==> config.mk <==
export PLATFORM = sky130hd
export DESIGN_NAME = mcw_watchdog
export DESIGN_NICKNAME = d
export VERILOG_FILES = /design/src/verilog/mcw_watchdog.v
export VERILOG_INCLUDE_DIRS = /design/src /design/src/verilog
export SDC_FILE = /design/constraint.sdc
export NUM_CORES = 1
export LEC_CHECK = 0
export ABC_AREA = 1
export BUFFER_PORTS_ARGS = -buffer_cell sky130_fd_sc_hd__buf_4
export CAP_MARGIN = 25
export CELL_PAD_IN_SITES_DETAIL_PLACEMENT = 1
export CELL_PAD_IN_SITES_GLOBAL_PLACEMENT = 2
export CORE_MARGIN = 8
export CORE_UTILIZATION = 36
export CTS_CLUSTER_SIZE = 30
export DETAILED_ROUTE_END_ITERATION = 7
export PLACE_DENSITY = 0.93
export SYNTH_ARGS = -nofsm -noshare
export SYNTH_HDL_FRONTEND = slang
export SYNTH_SLANG_ARGS = --single-unit
==> constraint.sdc <==
create_clock -name clk -period 6.8 [get_ports clk]
set_input_delay 1.36 -clock clk [delete_from_list [all_inputs] [get_ports clk]]
set_output_delay 1.36 -clock clk [all_outputs]
set_load 0.02 [all_outputs]
==> src/verilog/mcw_consts.vh <==
// constants for the modbus communication watchdog
`ifndef MCW_CONSTS_VH
`define MCW_CONSTS_VH
// register addresses
`define MCW_ADDR_COMMAND 16'hFA00
`define MCW_ADDR_TIMEOUT 16'hFA01
`define MCW_ADDR_STATE 16'hFA02
`define MCW_ADDR_CONFIG 16'hFA03
// command codes
`define MCW_CMD_START 16'h5555
`define MCW_CMD_STOP 16'h55AA
`define MCW_CMD_RESET 16'hAAAA
// state codes as read back
`define MCW_ST_UNSET 16'hFFFF
`define MCW_ST_STOPPED 16'h0000
`define MCW_ST_RUNNING 16'h0001
`define MCW_ST_EXPIRED 16'h0002
// exception codes
`define MCW_EXC_NONE 8'h00
`define MCW_EXC_ILLEGAL_FUNCTION 8'h01
`define MCW_EXC_ILLEGAL_ADDRESS 8'h02
`define MCW_EXC_ILLEGAL_VALUE 8'h03
// config bit positions and reset value
`define MCW_CFG_EXPLICIT 0
`define MCW_CFG_STATUS_TRIG 1
`define MCW_CFG_DROP_LINKS 2
`define MCW_CFG_SIMPLE 7
`define MCW_CFG_RESET 8'h04
`define MCW_CFG_MASK 8'h87
// timing
`define MCW_CLK_HZ 25000000
`define MCW_TICK_MS 1
`define MCW_TICK_CYCLES ((`MCW_CLK_HZ / 1000) * `MCW_TICK_MS)
`define MCW_TIMEOUT_RESET 16'h0000
`endif

==> src/verilog/mcw_watchdog.v <==
// modbus communication watchdog with its command, timeout, state and config registers
`timescale 1ns/1ps
`include "mcw_consts.vh"
// What this block does
// - every valid master request except a status access counts as a trigger, unless options say otherwise.
// - running with no trigger for the timeout interval moves to expired.
// - config bit 7 picks advanced (command) or simple (auto-armed) mode.
// - simple mode keeps the watchdog active whenever timeout exceeds zero.
// - simple mode accepts only the start command, as a trigger.
// - simple mode cannot be stopped except by returning to advanced mode.
// - the command register is write-only and never reads back.
// - start fails with 0x03 if unset or expired-advanced, else restarts running.
// - stop fails with 0x03 if unset, expired-advanced or simple, else stops.
// - repeated stop while stopped is accepted silently.
// - reset moves expired-advanced to stopped, otherwise answers 0x03.
// - timeout counts in 1 ms units, unsigned up to 65535.
// - timeout resets to zero; zero keeps the watchdog unset, refusing start.
// - timeout writable only when unset or stopped, else exception 0x01.
// - state reads 0xFFFF unset, 0 stopped, 1 running, 2 expired.
// - only writing a nonzero timeout leaves the unset state.
// - simple mode never shows the stopped state.
// - simple mode restarts an expired watchdog on the next trigger.
// - config decides explicit-trigger and whether status reads trigger.
// - config can select dropping all tcp links on expiry.
// - explicit-trigger counts only a start write to the command register, plus status reads when the status-trigger bit is set.
// - status-trigger bit set makes status reads retrigger; clear, they do not.
// - drop-links bit set (default) drops all links on entering expired.
// - simple mode arms once timeout nonzero; each trigger restarts it.
module mcw_watchdog #(
    parameter TICK_CYCLES = `MCW_TICK_CYCLES
)
(
    // clock and reset
    input wire clk,
    input wire arst_n,
    // register request from the modbus slave, one cycle strobe per register access
    input wire req_valid,
    input wire req_write,
    input wire [15:0] req_addr,
    input wire [15:0] req_wdata,
    // answer, one cycle after the request
    output reg rsp_valid,
    output reg [15:0] rsp_rdata,
    output reg [7:0] rsp_exception,
    // other valid modbus traffic that is not a register access of this block
    input wire other_req,
    // expiry action and state
    output reg drop_links_on_expiry,
    output reg [15:0] wd_state_out
);

    // ----------------------------------------------------------------
    // states
    // ----------------------------------------------------------------
    // one-hot codes; the status word that the master reads is decoded from them
    localparam [3:0] ST_UNSET = 4'h1;
    localparam [3:0] ST_STOPPED = 4'h2;
    localparam [3:0] ST_RUNNING = 4'h4;
    localparam [3:0] ST_EXPIRED = 4'h8;

    // ----------------------------------------------------------------
    // reset release
    // ----------------------------------------------------------------
    reg rst_sync1;
    reg rst_sync2;

    // release is synchronised so that no flop leaves reset on a partial edge
    always @(posedge clk or negedge arst_n)
    begin
        if (!arst_n)
        begin
            rst_sync1 <= 1'b0;
            rst_sync2 <= 1'b0;
        end
        else
        begin
            rst_sync1 <= 1'b1;
            rst_sync2 <= rst_sync1;
        end
    end

    wire rst_n = rst_sync2;

    // ----------------------------------------------------------------
    // registers and request decode
    // ----------------------------------------------------------------
    reg [3:0] state;
    reg [15:0] wd_timeout_ms;
    reg [7:0] wd_config;
    reg [15:0] remain;
    reg [24:0] tick_cnt;
    reg tick;

    // configuration fields
    wire simple = wd_config[`MCW_CFG_SIMPLE];
    wire explicit = wd_config[`MCW_CFG_EXPLICIT];
    wire stat_trig = wd_config[`MCW_CFG_STATUS_TRIG];
    wire active = (state == ST_RUNNING) || (state == ST_EXPIRED);

    // address decode of the four registers; any other address is refused
    wire acc_cmd = req_valid && (req_addr == `MCW_ADDR_COMMAND);
    wire acc_tmo = req_valid && (req_addr == `MCW_ADDR_TIMEOUT);
    wire acc_sts = req_valid && (req_addr == `MCW_ADDR_STATE);
    wire acc_cfg = req_valid && (req_addr == `MCW_ADDR_CONFIG);
    wire acc_bad = req_valid && !acc_cmd && !acc_tmo && !acc_sts && !acc_cfg;
    wire start_wr = acc_cmd && req_write && (req_wdata == `MCW_CMD_START);

    // trigger qualification; an access that this block refuses still reached the slave
    // status accesses are left out by default, so a master that only polls the state
    // cannot keep the watchdog alive without meaning to
    reg trig;
    always @*
    begin
        if (explicit)
            trig = start_wr;
        else
            trig = other_req || (req_valid && !acc_sts);
        if (acc_sts && !req_write && stat_trig)
            trig = 1'b1;
    end

    // ----------------------------------------------------------------
    // register access and state machine
    // ----------------------------------------------------------------
    // next values of the registers and of the answer
    reg [3:0] next_state;
    reg [15:0] next_timeout;
    reg [7:0] next_config;
    reg [7:0] next_exc;
    reg [15:0] next_rdata;
    reg next_reload;

    // one register access per cycle; a refused access leaves the state alone unless, as a trigger, it revives an expired simple-mode watchdog
    always @*
    begin
        next_state = state;
        next_timeout = wd_timeout_ms;
        next_config = wd_config;
        next_exc = `MCW_EXC_NONE;
        next_rdata = 16'h0000;
        next_reload = 1'b0;
        // command register: write-only, each code judged against state and mode
        if (acc_cmd)
        begin
            if (!req_write)
                next_exc = `MCW_EXC_ILLEGAL_FUNCTION;
            else if (req_wdata == `MCW_CMD_START)
            begin
                if (state == ST_UNSET || (state == ST_EXPIRED && !simple))
                    next_exc = `MCW_EXC_ILLEGAL_VALUE;
                else
                begin
                    next_state = ST_RUNNING;
                    next_reload = 1'b1;
                end
            end
            else if (req_wdata == `MCW_CMD_STOP)
            begin
                if (state == ST_UNSET || simple || state == ST_EXPIRED)
                    next_exc = `MCW_EXC_ILLEGAL_VALUE;
                else
                    next_state = ST_STOPPED;
            end
            else if (req_wdata == `MCW_CMD_RESET)
            begin
                if (state == ST_EXPIRED && !simple)
                    next_state = ST_STOPPED;
                else
                    next_exc = `MCW_EXC_ILLEGAL_VALUE;
            end
            else
                next_exc = `MCW_EXC_ILLEGAL_VALUE;
        end
        // timeout register: frozen while the watchdog is active
        else if (acc_tmo)
        begin
            next_rdata = wd_timeout_ms;
            if (req_write)
            begin
                if (active)
                    next_exc = `MCW_EXC_ILLEGAL_FUNCTION;
                else
                begin
                    next_timeout = req_wdata;
                    if (req_wdata == 16'h0000)
                        next_state = ST_UNSET;
                    else if (simple)
                    begin
                        next_state = ST_RUNNING;
                        next_reload = 1'b1;
                    end
                    else
                        next_state = ST_STOPPED;
                end
            end
        end
        // status register: read-only
        else if (acc_sts)
        begin
            if (req_write)
                next_exc = `MCW_EXC_ILLEGAL_FUNCTION;
            else
                next_rdata = wd_state_out;
        end
        // config register: free in simple mode, frozen while active in advanced mode
        else if (acc_cfg)
        begin
            next_rdata = {8'h00, wd_config};
            if (req_write)
            begin
                if (active && !simple)
                    next_exc = `MCW_EXC_ILLEGAL_FUNCTION;
                else
                begin
                    next_config = req_wdata[7:0] & `MCW_CFG_MASK;
                    // leaving simple mode stops the watchdog
                    if (simple && !req_wdata[`MCW_CFG_SIMPLE] && state != ST_UNSET)
                        next_state = ST_STOPPED;
                    else if (!simple && req_wdata[`MCW_CFG_SIMPLE] && state == ST_STOPPED)
                    begin
                        next_state = ST_RUNNING;
                        next_reload = 1'b1;
                    end
                end
            end
        end
        // any other address handed to this block
        else if (acc_bad)
            next_exc = `MCW_EXC_ILLEGAL_ADDRESS;
        // a trigger restarts the timer; in simple mode it also revives an expired watchdog
        if (trig && next_state == ST_RUNNING)
            next_reload = 1'b1;
        if (trig && simple && state == ST_EXPIRED && next_state == ST_EXPIRED)
        begin
            next_state = ST_RUNNING;
            next_reload = 1'b1;
        end
        // expiry only when nothing else happens this cycle,
        // so a trigger and the last tick in one cycle keep the watchdog running
        if (state == ST_RUNNING && next_state == ST_RUNNING && !next_reload
            && tick && remain <= 16'h0001)
            next_state = ST_EXPIRED;
    end

    // ----------------------------------------------------------------
    // millisecond tick and countdown
    // ----------------------------------------------------------------
    // free running 1 ms tick; a trigger gives up to one tick of slack
    // the counter covers the default period with room; a far longer one needs more bits
    always @(posedge clk or negedge rst_n)
    begin
        if (!rst_n)
        begin
            tick_cnt <= 25'h0000000;
            tick <= 1'b0;
        end
        else if (tick_cnt == TICK_CYCLES - 1)
        begin
            tick_cnt <= 25'h0000000;
            tick <= 1'b1;
        end
        else
        begin
            tick_cnt <= tick_cnt + 25'h0000001;
            tick <= 1'b0;
        end
    end

    // ----------------------------------------------------------------
    // state, registers and outputs
    // ----------------------------------------------------------------
    // watchdog state and the two writable registers
    always @(posedge clk or negedge rst_n)
    begin
        if (!rst_n)
        begin
            state <= ST_UNSET;
            wd_timeout_ms <= `MCW_TIMEOUT_RESET;
            wd_config <= `MCW_CFG_RESET;
        end
        else
        begin
            state <= next_state;
            wd_timeout_ms <= next_timeout;
            wd_config <= next_config;
        end
    end

    // countdown in milliseconds; it holds its value outside the running state
    always @(posedge clk or negedge rst_n)
    begin
        if (!rst_n)
            remain <= 16'h0000;
        else if (next_reload)
            remain <= next_timeout;
        else if (state == ST_RUNNING && tick && remain != 16'h0000)
            remain <= remain - 16'h0001;
    end

    // answer to the register access, one cycle after the request
    always @(posedge clk or negedge rst_n)
    begin
        if (!rst_n)
        begin
            rsp_valid <= 1'b0;
            rsp_rdata <= 16'h0000;
            rsp_exception <= `MCW_EXC_NONE;
        end
        else
        begin
            rsp_valid <= req_valid;
            // a refused access returns no data, so a write-only register never reads back
            rsp_rdata <= (next_exc == `MCW_EXC_NONE) ? next_rdata : 16'h0000;
            rsp_exception <= next_exc;
        end
    end

    // one cycle pulse on entry to expired, for the slave to close its connections
    always @(posedge clk or negedge rst_n)
    begin
        if (!rst_n)
            drop_links_on_expiry <= 1'b0;
        else
            drop_links_on_expiry <= (state == ST_RUNNING) && (next_state == ST_EXPIRED)
                && wd_config[`MCW_CFG_DROP_LINKS];
    end

    // status code, taken from the next state so it never lags the state register
    always @(posedge clk or negedge rst_n)
    begin
        if (!rst_n)
            wd_state_out <= `MCW_ST_UNSET;
        else
        begin
            case (next_state)
                ST_STOPPED: wd_state_out <= `MCW_ST_STOPPED;
                ST_RUNNING: wd_state_out <= `MCW_ST_RUNNING;
                ST_EXPIRED: wd_state_out <= `MCW_ST_EXPIRED;
                default: wd_state_out <= `MCW_ST_UNSET;
            endcase
        end
    end

endmodule // mcw_watchdog

==> results of run 1 <==
## cells in the mapped netlist, types with 4 or more instances
master / number / area share, %
sky130_fd_sc_hd__nand2_1: 149 / 10
sky130_fd_sc_hd__xnor2_1: 5 / 0.80
sky130_fd_sc_hd__nor3_1: 12 / 1.1
sky130_fd_sc_hd__o21ai_0: 27 / 2.5
sky130_fd_sc_hd__o211ai_1: 4 / 0.55
sky130_fd_sc_hd__nand3_1: 48 / 4.4
sky130_fd_sc_hd__a21oi_1: 29 / 2.7
sky130_fd_sc_hd__inv_1: 92 / 6.3
sky130_fd_sc_hd__dfstp_2: 5 / 2.4
sky130_fd_sc_hd__nor4_1: 10 / 1.1
sky130_fd_sc_hd__nand4_1: 22 / 2.5
sky130_fd_sc_hd__nor2_1: 90 / 6.2
sky130_fd_sc_hd__buf_4: 19 / 2.6
sky130_fd_sc_hd__buf_2: 5 / 0.46
sky130_fd_sc_hd__inv_2: 16 / 1.1
sky130_fd_sc_hd__dfrtp_1: 86 / 39
sky130_fd_sc_hd__nand2_2: 8 / 0.92
sky130_fd_sc_hd__nor2_2: 11 / 1.3
sky130_fd_sc_hd__mux2_2: 4 / 0.83
sky130_fd_sc_hd__xor2_1: 21 / 3.4
sky130_fd_sc_hd__nor2_4: 8 / 1.7
## power groups by stage
stage / logic [mW] / registers, mW / clock network, mW
after floorplan: 0.0224 / 0.561 / 0
after global placement: 0.0560 / 0.556 / 0
after detailed placement: 0.0574 / 0.556 / 0
after CTS: 0.0575 / 0.546 / 0.561
after global routing: 0.0628 / 0.546 / 0.580
final: 0.0565 / 0.546 / 0.549
## how the worst max path moves through the flow
stage | from | endpoint | depth (start not counted)
after detailed placement | req_addr[7] | remain[2]$_DFFE_PN0P_ | 9
after CTS | req_addr[7] | remain[14]$_DFFE_PN0P_ | 9
after global routing | req_addr[7] | remain[15]$_DFFE_PN0P_ | 17
after global placement | req_addr[7] | remain[14]$_DFFE_PN0P_ | 9
after floorplan | req_addr[8] | remain[0]$_DFFE_PN0P_ | 17
final | req_addr[8] | remain[0]$_DFFE_PN0P_ | 17
## worst max-delay path, cell delays in order
cell	delay, ps
sky130_fd_sc_hd__buf_4	110
sky130_fd_sc_hd__nor2_1	90
sky130_fd_sc_hd__nand2_1	140
sky130_fd_sc_hd__nor2_8	210
sky130_fd_sc_hd__nand3_1	220
sky130_fd_sc_hd__nor2_1	160
sky130_fd_sc_hd__nand2_1	90
sky130_fd_sc_hd__nand2_1	60
sky130_fd_sc_hd__nand3_1	80
sky130_fd_sc_hd__nand2_1	160
sky130_fd_sc_hd__a21oi_4	90
sky130_fd_sc_hd__nand2_2	120
sky130_fd_sc_hd__nand2_4	170
sky130_fd_sc_hd__inv_2	280
sky130_fd_sc_hd__o21ai_0	160
sky130_fd_sc_hd__o21ai_1	100
sky130_fd_sc_hd__inv_1	50
## final cells by class
type                            count  area [um^2]
Tap cell                          188          235
Timing Repair Buffer               74          563
Inverter                          110          413
Clock inverter                      6         87.6
Fill cell                        1855         8590
Sequential cell                    91         2290
Clock buffer                       10          229
Multi-Input combinational cell    492         2570
## flip-flops by register name, indices dropped and copies added, names as in the netlist
signal and count:
wd_timeout_ms 16, rsp_rdata 16, tick_cnt 25, remain 16, wd_state_out 3, tick 1
state 4, rst_n 1, wd_config 4, drop_links_on_expiry 1, rsp_exception 2, rsp_valid 1
rst_sync1 1
## layout by cell type (no fill, tap or decap), types with 4 or more instances in the layout
cell / count
sky130_fd_sc_hd__xnor2_1: 5
sky130_fd_sc_hd__dfrtp_1: 85
sky130_fd_sc_hd__mux2_2: 4
sky130_fd_sc_hd__nor3_1: 12
sky130_fd_sc_hd__nand4_1: 22
sky130_fd_sc_hd__inv_2: 16
sky130_fd_sc_hd__o211ai_1: 4
sky130_fd_sc_hd__nor4_1: 10
sky130_fd_sc_hd__nand2_1: 149
sky130_fd_sc_hd__o21ai_0: 27
sky130_fd_sc_hd__inv_1: 92
sky130_fd_sc_hd__nor2_1: 90
sky130_fd_sc_hd__conb_1: 7
sky130_fd_sc_hd__nor2_4: 8
sky130_fd_sc_hd__a21oi_1: 29
sky130_fd_sc_hd__xor2_1: 21
sky130_fd_sc_hd__nor2_2: 11
sky130_fd_sc_hd__buf_4: 73
sky130_fd_sc_hd__nand2_2: 8
sky130_fd_sc_hd__dfstp_2: 5
sky130_fd_sc_hd__clkbuf_16: 9
sky130_fd_sc_hd__nand3_1: 48
## per-stage QoR
step / instance area, um^2 / cells / utilization (%)
3_5_place_dp: 6050 / 954 / 40.4
3_3_place_gp: 6050 / 954 / 40.4
2_1_floorplan: 5470 / 720 / -
5_1_grt: 6380 / 971 / 42.6
6_report: 6380 / 971 / 42.6
4_1_cts: 6370 / 970 / 42.5
## metal layers
| metal | GRT usage [%] | vias up | wire length, um |
|---|---|---|---|
| met3 | 3.48 | 21 | 877 |
| met5 | 0 | - | 0 |
| li1 | - | 2395 | - |
| met2 | 30.4 | 124 | 8140 |
| met4 | 5.78 | 0 | 286 |
| met1 | 22.1 | 2426 | 7610 |
## kinds of logic after synthesis
logic type / Yosys count / share of synthesized area, %
flip-flops: 91 / 41.9
XOR/XNOR: 26 / 4.18
buffers and inverters: 137 / 11.3
other: 2 / 0.138
adder cells (fa/ha/maj): 3 / 0.689
AND/OR/NAND/NOR: 373 / 32.5
multiplexers: 5 / 1.01
AO/OA/AOI/OAI: 78 / 8.31
==> Implementation_results.wiki, run 1 <==
{| class="wikitable"
! Metric !! Value
|-
| Status || finished, final reports clean
|-
| Endpoint required time on the critical path || 7040 ps
|-
| Post-detailed-route DRC marker count || 0
|-
| Upper clock frequency limit || 293 MHz
|-
| Total clock buffers created by CTS || 9
|-
| Share of final-layout standard cells stronger than drive strength 1 || 20.2%
|-
| Flop pwr share || 47.4%
|-
| IO buf count || 72
|-
| Congestion Overflow GR || 0
|-
| Tightest Pin Transition || 883 ps
|-
| Final wirelength || 16.9 mm
|-
| Initial antenna violation count || 0
|-
| Leakage power figure || 3.22 nW
|-
| Worst path setup slack after routing || 3390 ps
|-
| P_int || 0.886 mW
|-
| Count of flip-flops with a built-in enable after synthesis || 0
|-
| Global-route total usage across every layer || 17.8%
|-
| Placeable core area || 15000 um^2
|-
| First-pass GRT wire length || 27.7 mm
|-
| Pin count of the biggest net entering global routing || 69
|-
| Syn Area/Cell || 7.62 um^2
|-
| CTS clock-pin slew for the worst setup and hold paths || 70 ps
|-
| RSZ-0062 raised after global routing || no
|-
| Number of clock sinks seen by CTS || 91
|-
| CTS Root Buffer Type || sky130_fd_sc_hd__clkbuf_16
|-
| Sequential area share after synthesis || 41.9%
|-
| Diodes inserted || 0
|-
| Vertical die dimension || 139 um
|-
| Fraction of registers with async set/reset || 100%
|-
| HPWL after detailed placement || 13.5 mm
|-
| Row Count || 45
|-
| Hold slack || 227 ps
|-
| Reg-to-reg startpoint || state[2]$_DFF_PN0_
|-
| Final cycle utilization of the critical path || 50.2%
|-
| Logic gate share of total power || 4.9%
|-
| CP Data Arrival Time || 3650 ps
|-
| Buffer levels on the longest clock path || 2
|-
| Primary FF master, synth || sky130_fd_sc_hd__dfrtp_1
|-
| Number of violations reported at the end of detailed-routing iteration 0 || 308
|-
| Hold_buf cts || 0
|-
| Critical path class || in2reg
|-
| Flip-flop and latch count after synthesis || 91
|-
| Boundary pin count || 79
|-
| Worst Skew || 7.12 ps
|-
| Number of standard cells after synthesis || 715
|-
| Final Net Count || 818
|-
| Summed negative setup slack over all endpoints || 0 ps
|-
| Post-Place Setup Slack || 2990 ps
|-
| Vias || 4966
|-
| Via count of the first global-routing pass || 5362
|-
| Count of yosys warnings during synthesis || 0
|-
| Number of hold violations in the final report || 0
|-
| Switching power || 0.265 mW
|-
| Setup crit start kind || input pin
|-
| Number of setup violations in the final report || 0
|-
| Worst voltage drop across the vdd grid || 0.136 mV
|-
| Skew-Pair Late Insertion Delay || 350 ps
|-
| Routed wire per std cell || 17.4 um
|-
| TritonCTS clock tree || built
|-
| Shortest period the worst path allows || 3410 ps
|-
| Initial core utilization || 36.4%
|-
| Netlist Area Pre-Place || 5450 um^2
|-
| Antenna violation net count after detailed routing || 0
|-
| H-tree levels || 3
|-
| Post-cts gate resize count || 0
|-
| Max-cap violations || 0
|-
| Setup slack of the most critical reg-to-reg path || 4050 ps
|-
| Sum of internal, switching and leakage power || 1.15 mW
|-
| Vias per Instance || 5.11
|-
| Crit. End Element || register
|-
| Distinct cell type count of the synthesized netlist || 45
|-
| Number of setup buffers added after CTS || 0
|-
| Path depth of the worst reg2reg path || 18
|-
| Power density of the placed cells || 180 nW/um^2
|-
| Hold Crit Class || reg2async
|-
| TritonRoute pass-1 iters || 4
|-
| Power share of the clock group || 47.7%
|-
| Max Slew Vio Count || 0
|-
| FF-to-FF End || remain[0]$_DFFE_PN0P_
|-
| Area grow syn2layout || 17.2%
|-
| Relative slew slack || 41.1%
|-
| Switching share of power || 23.0%
|-
| Largest driver fanout on the critical path || 23
|-
| Die outline width || 139 um
|-
| Routability congestion estimate || 0.950
|-
| Die ar. || 19300 um^2
|}
(Power assumes the default switching activity.)
==> inputs of run 2 (changes only) <==
CORE_UTILIZATION = 33   (was 36)
PLACE_DENSITY = 0.87   (was 0.93)
clock period = 3.4 ns   (was 6.8 ns; I/O delays follow)
==> run 2 against run 1 <==
Effect of this change:
- core utilization fell by 3.1 points
- design area up 1.1%
- global-route usage is 0.99 points lower
- first-iteration DRC count decreased by 44%
- non-clock buffer count grew 2
- worst hold slack got worse by 110 ps
- clock power rose by 100%
- power up 100%
- critical path type unchanged
==> Implementation_results.wiki, run 2 (synthesis gave the netlist of run 1 again) <==
{| class="wikitable"
! Metric !! Value
|-
| Die ar. || 20900 um^2
|-
| Routed wire per std cell || 16.8 um
|-
| Final cycle utilization of the critical path || 79.6%
|-
| RSZ-0062 raised after global routing || no
|-
| Critical path class || in2reg
|-
| Fill count || 2096
|-
| Total clock buffers created by CTS || 9
|-
| Number of setup buffers added after CTS || 0
|-
| Routability congestion estimate || 0.895
|-
| HPWL after detailed placement || 13.4 mm
|-
| CP Buf/Inv Count || 2
|-
| Diodes inserted || 0
|-
| Number of clock sinks seen by CTS || 91
|-
| Relative slew slack || 41.7%
|-
| Tightest Pin Transition || 875 ps
|-
| Layout Cells excl Fill || 1005
|-
| Initial antenna violation count || 0
|-
| Shortest period the worst path allows || 2710 ps
|-
| Row Count || 47
|-
| Vias per Instance || 4.91
|-
| Worst voltage drop across the vdd grid || 0.193 mV
|-
| Crit. End Element || register
|-
| Endpoint required time on the critical path || 3640 ps
|-
| Number of violations reported at the end of detailed-routing iteration 0 || 174
|-
| Skew-Pair Late Insertion Delay || 340 ps
|-
| Hold Crit Class || in2async
|-
| Cell with the largest stage delay on the worst path || sky130_fd_sc_hd__nor2_1
|-
| Global-route total usage across every layer || 16.8%
|-
| Worst Skew || 5.63 ps
|-
| CTS Root Buffer Type || sky130_fd_sc_hd__clkbuf_16
|-
| TritonCTS clock tree || built
|-
| Max-cap violations || 0
|-
| Summed negative setup slack over all endpoints || 0 ps
|-
| Pin count of the biggest net entering global routing || 66
|-
| Final wirelength || 16.9 mm
|-
| Post-cts gate resize count || 0
|-
| Footprint of the multi-input gates || 2570 um^2
|-
| IO buf count || 72
|-
| Initial core utilization || 33.3%
|-
| Power density of the placed cells || 360 nW/um^2
|-
| Commonest cells after routing, fill and taps aside || sky130_fd_sc_hd__nand2_1 (149), sky130_fd_sc_hd__inv_1 (92), sky130_fd_sc_hd__nor2_1 (90), sky130_fd_sc_hd__dfrtp_1 (85), sky130_fd_sc_hd__buf_4 (76)
|-
| CTS clock-pin slew for the worst setup and hold paths || 60 ps
|-
| H-tree levels || 3
|-
| Largest driver fanout on the critical path || 23
|-
| Share of final-layout standard cells stronger than drive strength 1 || 20.4%
|-
| Setup crit start kind || input pin
|-
| Via count of the first global-routing pass || 5274
|-
| CP Data Arrival Time || 2950 ps
|-
| Vertical die dimension || 145 um
|-
| Leakage power figure || 3.24 nW
|-
| Placeable core area || 16300 um^2
|-
| Storage cell area || 2290 um^2
|-
| Largest incremental delay on the critical path || 270 ps
|-
| Crit path cell chain || buf_4 > nor2_1 > nand3_1 > nor2_1 > nand2_1 > nand2_1 > nand2_1 > nand2_1 > nand2_1 > nand2_1 > nand2_1 > nand3_1 > nor2_1 > nand2_2 > nand2_4 > nor2_4 > inv_2 > o211ai_1
|-
| Number of setup violations in the final report || 0
|-
| Register ranked first by flip-flop count || tick_cnt
|-
| Vias || 4934
|-
| Post-detailed-route DRC marker count || 0
|-
| Boundary pin count || 79
|-
| Upper clock frequency limit || 369 MHz
|-
| Area grow syn2layout || 18.5%
|-
| TritonRoute pass-1 iters || 4
|-
| Cell type with the highest occurrence count on the critical path || sky130_fd_sc_hd__nand2_1
|-
| Congestion Overflow GR || 0
|-
| Buffer levels on the longest clock path || 2
|-
| Max Slew Vio Count || 0
|-
| Antenna violation net count after detailed routing || 0
|-
| Hold_buf cts || 0
|-
| First-pass GRT wire length || 27.4 mm
|-
| Delay-heaviest family, CP || simple AND/OR/NAND/NOR gates
|-
| Number of hold violations in the final report || 0
|-
| Status || finished, final reports clean
|-
| Most common cell after layout, fill and taps aside || sky130_fd_sc_hd__nand2_1
|-
| Final Net Count || 820
|-
| Placed Cells || 989
|-
| Die outline width || 145 um
|-
| Flip-flop count of the largest register, all copies and words added || 25
|}
[run 2: cell count changes in the layout (fill, tap and decap cells not counted), sizes merged]
cell    change
inv         -2
buf         +2
clkinv      -1
clkbuf      +3
[run 2: final cells by class]
class                           instances  share of cell area (%)
Clock buffer                           13                    4.19
Clock inverter                          3                    1.07
Timing Repair Buffer                   76                    8.84
Inverter                              110                    6.40
Multi-Input combinational cell        492                    39.8
Tap cell                              220                    4.26
Sequential cell                        91                    35.4
[run 2: worst reg2reg max path: stages, from the launching register on]
cell	delay, ps
sky130_fd_sc_hd__dfstp_2	630
sky130_fd_sc_hd__inv_2	50
sky130_fd_sc_hd__nand2_2	90
sky130_fd_sc_hd__nor2_4	60
sky130_fd_sc_hd__a21oi_1	260
sky130_fd_sc_hd__nand3_1	150
sky130_fd_sc_hd__nand2_1	120
sky130_fd_sc_hd__nand2_1	80
sky130_fd_sc_hd__nand4_1	90
sky130_fd_sc_hd__nand2_2	90
sky130_fd_sc_hd__nand3_2	100
sky130_fd_sc_hd__nand2_2	50
sky130_fd_sc_hd__inv_2	80
sky130_fd_sc_hd__nand2_4	170
sky130_fd_sc_hd__nor2_4	250
sky130_fd_sc_hd__inv_2	130
sky130_fd_sc_hd__o211ai_1	220
[run 2: power breakdown]
group / internal, mW / switching, mW / total (mW)
registers: 1.09 / 0.0159 / 1.10
clock network: 0.706 / 0.415 / 1.12
logic: 0.0404 / 0.0632 / 0.104
total: 1.83 / 0.494 / 2.33
[run 2: path summary, 6_finish.rpt]
check                           cells after the start  slack (ps)                      to           startpoint
worst max-delay path                               18         690  remain[15]$_DFFE_PN0P_        req_wdata[12]
worst min-delay path                                1         110         rst_n$_DFF_PN0_               arst_n
worst max register to register                     16         690  remain[15]$_DFFE_PN0P_   state[0]$_DFF_PN1_
worst min register to register                      0         360         rst_n$_DFF_PN0_  rst_sync1$_DFF_PN0_
max in group asynchronous                           1        2150      state[0]$_DFF_PN1_      rst_n$_DFF_PN0_
min in group clk                                    0         360         rst_n$_DFF_PN0_  rst_sync1$_DFF_PN0_
[run 2: layer usage]
layer / GRT usage (%) / wire length [um] / share of wire [%] / vias up
li1: - / - / - / 2392
met1: 21.7 / 7640 / 45 / 2410
met2: 28.0 / 8020 / 48 / 111
met3: 2.41 / 892 / 5.3 / 21
met4: 6.24 / 320 / 1.9 / 0
met5: 0 / 0 / 0 / -
[run 2: metrics by stage]
| stage | cell area, um^2 | utilization (%) | hold slack [ps] | setup slack (ps) | power [mW] |
|---|---|---|---|---|---|
| after floorplan | 5470 | - | 331 | 686 | 1.17 |
| after global placement | 6120 | 37.4 | 340 | 479 | 1.22 |
| after detailed placement | 6120 | 37.4 | 358 | 387 | 1.23 |
| after CTS | 6450 | 39.5 | 102 | 687 | 2.36 |
| after global routing | 6450 | 39.5 | 106 | 444 | 2.41 |
| final | 6450 | 39.5 | 113 | 694 | 2.33 |
==> inputs of run 3 (changes only) <==
ABC_AREA = 0   (was 1)
CORE_UTILIZATION = 36   (was 33)
PLACE_DENSITY = 0.86   (was 0.87)
clock period = 2.7 ns   (was 3.4 ns; I/O delays follow)
==> run 3 against run 2 <==
Effect of this change:
- the flow now finishes with violations (setup timing)
- highest routed layer unchanged
- critical path depth shrank 8
- routed wire length shrank 2.6%
- combinational power grew 80%
- power grew 26%
- clock-buffer cell count shrank 4
- critical path type unchanged
- design area grew 7.3%
- clock skew grew 2.9 ps
==> Implementation_results.wiki, run 3 <==
{| class="wikitable"
! Metric !! Value
|-
| TritonRoute pass-1 iters || 4
|-
| Storage cell area || 2290 um^2
|-
| Diodes inserted || 0
|-
| Main area contributors after synthesis || sky130_fd_sc_hd__dfrtp_1 (44%), sky130_fd_sc_hd__mux2_2 (5.5%), sky130_fd_sc_hd__xor2_1 (4.5%)
|-
| Vias per Instance || 5.22
|-
| Die ar. || 17600 um^2
|-
| Cell with the most instances after synthesis || sky130_fd_sc_hd__dfrtp_1
|-
| Worst path setup slack after routing || -469 ps
|-
| CP Data Arrival Time || 3390 ps
|-
| Post-detailed-route DRC marker count || 0
|-
| Status || finished, violations left
|-
| Pin count of the biggest net entering global routing || 54
|-
| HPWL after detailed placement || 12.4 mm
|-
| Share of final-layout standard cells stronger than drive strength 1 || 43.6%
|-
| Max Slew Vio Count || 0
|-
| Syn Area/Cell || 10.4 um^2
|-
| Worst voltage drop across the vdd grid || 0.381 mV
|-
| Antenna violation net count after detailed routing || 0
|-
| TritonCTS clock tree || built
|-
| Worst Skew || 8.56 ps
|-
| Netlist Area Pre-Place || 4900 um^2
|-
| Sequential area share after synthesis || 46.6%
|-
| First-pass GRT wire length || 26.5 mm
|-
| Routed wire per std cell || 20.0 um
|-
| Shortest period the worst path allows || 3170 ps
|-
| Final cycle utilization of the critical path || 117%
|-
| Distinct cell type count of the synthesized netlist || 64
|-
| Placeable core area || 13200 um^2
|-
| Number of clock sinks seen by CTS || 91
|-
| Upper clock frequency limit || 316 MHz
|-
| Hold Crit Class || reg2reg
|-
| RSZ-0062 raised after global routing || yes
|-
| Routability congestion estimate || 0.885
|-
| Post-Place Setup Slack || -972 ps
|-
| Vertical die dimension || 133 um
|-
| Vias || 4284
|-
| Largest driver fanout on the critical path || 8
|-
| Number of standard cells after synthesis || 473
|-
| Congestion Overflow GR || 0
|-
| IO buf count || 72
|-
| Footprint of the multi-input gates || 2610 um^2
|-
| Biggest area consumer among synthesized cells || sky130_fd_sc_hd__dfrtp_1
|-
| Buffer levels on the longest clock path || 2
|-
| Leakage power figure || 3.31 nW
|-
| Critical path class || in2reg
|-
| Commonest cells after routing, fill and taps aside || sky130_fd_sc_hd__buf_4 (174), sky130_fd_sc_hd__dfrtp_1 (85), sky130_fd_sc_hd__nor2_1 (42), sky130_fd_sc_hd__nand2_1 (30), sky130_fd_sc_hd__mux2_4 (29)
|-
| Number of hold violations in the final report || 0
|-
| H-tree levels || 3
|-
| CTS clock-pin slew for the worst setup and hold paths || 70 ps
|-
| Relative slew slack || 53.1%
|-
| Global-route total usage across every layer || 18.9%
|-
| Tightest Pin Transition || 703 ps
|-
| Failing checks || setup timing
|-
| Total clock buffers created by CTS || 9
|-
| Count of flip-flops with a built-in enable after synthesis || 0
|-
| Register ranked first by flip-flop count || tick_cnt
|-
| Top cell types by occurrence after synthesis || sky130_fd_sc_hd__dfrtp_1 (86), sky130_fd_sc_hd__nor2_1 (45), sky130_fd_sc_hd__nand2_1 (31)
|-
| Initial antenna violation count || 0
|-
| Skew-Pair Late Insertion Delay || 350 ps
|-
| Primary FF master, synth || sky130_fd_sc_hd__dfrtp_1
|-
| Fraction of synthesized cell area taken by the top area cell type || 43.9%
|-
| Die outline width || 133 um
|-
| Count of yosys warnings during synthesis || 0
|-
| Max-cap violations || 0
|-
| Final Net Count || 679
|-
| Number of setup violations in the final report || 38
|-
| Number of violations reported at the end of detailed-routing iteration 0 || 156
|-
| CTS Root Buffer Type || sky130_fd_sc_hd__clkbuf_16
|-
| Flip-flop count of the largest register, all copies and words added || 25
|-
| Fill count || 1476
|-
| Row Count || 42
|-
| Initial core utilization || 37.0%
|-
| Area grow syn2layout || 41.4%
|-
| Fraction of registers with async set/reset || 100%
|-
| Boundary pin count || 79
|-
| Sum of internal, switching and leakage power || 2.94 mW
|-
| Power density of the placed cells || 425 nW/um^2
|-
| Crit. End Element || register
|-
| Final wirelength || 16.4 mm
|-
| Most common cell after layout, fill and taps aside || sky130_fd_sc_hd__buf_4
|-
| Endpoint required time on the critical path || 2920 ps
|-
| Via count of the first global-routing pass || 4849
|-
| Setup crit start kind || input pin
|-
| Flip-flop and latch count after synthesis || 91
|}
-- run 3: critical path: stages --
cell and delay [ps]:
sky130_fd_sc_hd__buf_6 90, sky130_fd_sc_hd__or4_4 540, sky130_fd_sc_hd__or3_1 320, sky130_fd_sc_hd__or4_4 450, sky130_fd_sc_hd__o41ai_2 320, sky130_fd_sc_hd__a31o_2 160
sky130_fd_sc_hd__nand4_1 190, sky130_fd_sc_hd__o21ai_4 250, sky130_fd_sc_hd__buf_6 200, sky130_fd_sc_hd__mux2_1 340
-- run 3: cell type report --
type,instances,share of cell area [%]
multi-input combinational,343,37.7
sequential,91,33.0
timing repair buffer,186,21.0
tap,176,3.18
clock inverter,7,1.39
clock buffer,9,3.25
inverter,8,0.434
-- run 3: repair_timing --
item,CTS,global route
hold buffers,1,0
gates resized for setup,48,17
setup endpoints to repair,52,52
endpoints found under the hold margin,2,0
buffers inserted,3,1
cloned,2,0
pin swaps,6,5
-- run 3: cells by family after synthesis --
| kind of cell | Yosys count | synth area share (%) |
|---|---|---|
| AOI/OAI and AO/OA | 67 | 10.5 |
| xor gates and xnor gates | 40 | 7.15 |
| adders and majority gates | 3 | 0.766 |
| buffers and inverters | 44 | 5.24 |
| DFF | 91 | 46.6 |
| muxes | 37 | 9.25 |
| other | 2 | 0.153 |
| and+or+nand+nor | 189 | 20.3 |
-- run 3: worst paths after layout --
check                                                  end  slack [ps]  depth (start not counted)                start
worst min-delay path                       rst_n$_DFF_PN0_         360                          0  rst_sync1$_DFF_PN0_
worst max-delay path                 remain[0]$_DFFE_PN0P_        -470                         10          req_addr[4]
min in group asynchronous            remain[2]$_DFFE_PN0P_         380                          0      rst_n$_DFF_PN0_
worst max register to register       remain[0]$_DFFE_PN0P_         -90                         10   state[0]$_DFF_PN1_
worst min register to register             rst_n$_DFF_PN0_         360                          0  rst_sync1$_DFF_PN0_
max in group asynchronous       wd_timeout_ms[8]$_DFF_PN0_        1680                          1      rst_n$_DFF_PN0_
-- run 3: layer usage --
metal / share of wire, % / global-route usage (%) / vias to the layer above
met4: 2.2 / 7.07 / 0
met3: 3.7 / 3.71 / 30
met1: 43 / 22.4 / 2170
met2: 51 / 33.1 / 77
li1: - / - / 2007
met5: 0 / 0 / -
-- run 3: power by group --
| part | total, mW | switching, mW | leakage, nW | internal [mW] |
|---|---|---|---|---|
| logic | 0.187 | 0.0914 | 1.92 | 0.0952 |
| clock network | 1.37 | 0.554 | 0.161 | 0.818 |
| registers | 1.38 | 0.0158 | 1.23 | 1.37 |
| total | 2.94 | 0.661 | 3.31 | 2.28 |
-- run 3: stage by stage --
step	TNS [ps]	instance area (um^2)	util [%]	instances	hold WS, ps
final	-8720	6930	52.3	820	361
after global routing	-10980	6930	52.3	820	372
after CTS	-8940	6900	52.1	821	367
after detailed placement	-33760	6330	47.8	799	323
after global placement	-31980	6330	47.8	799	322
after floorplan	-15000	4950	-	478	244
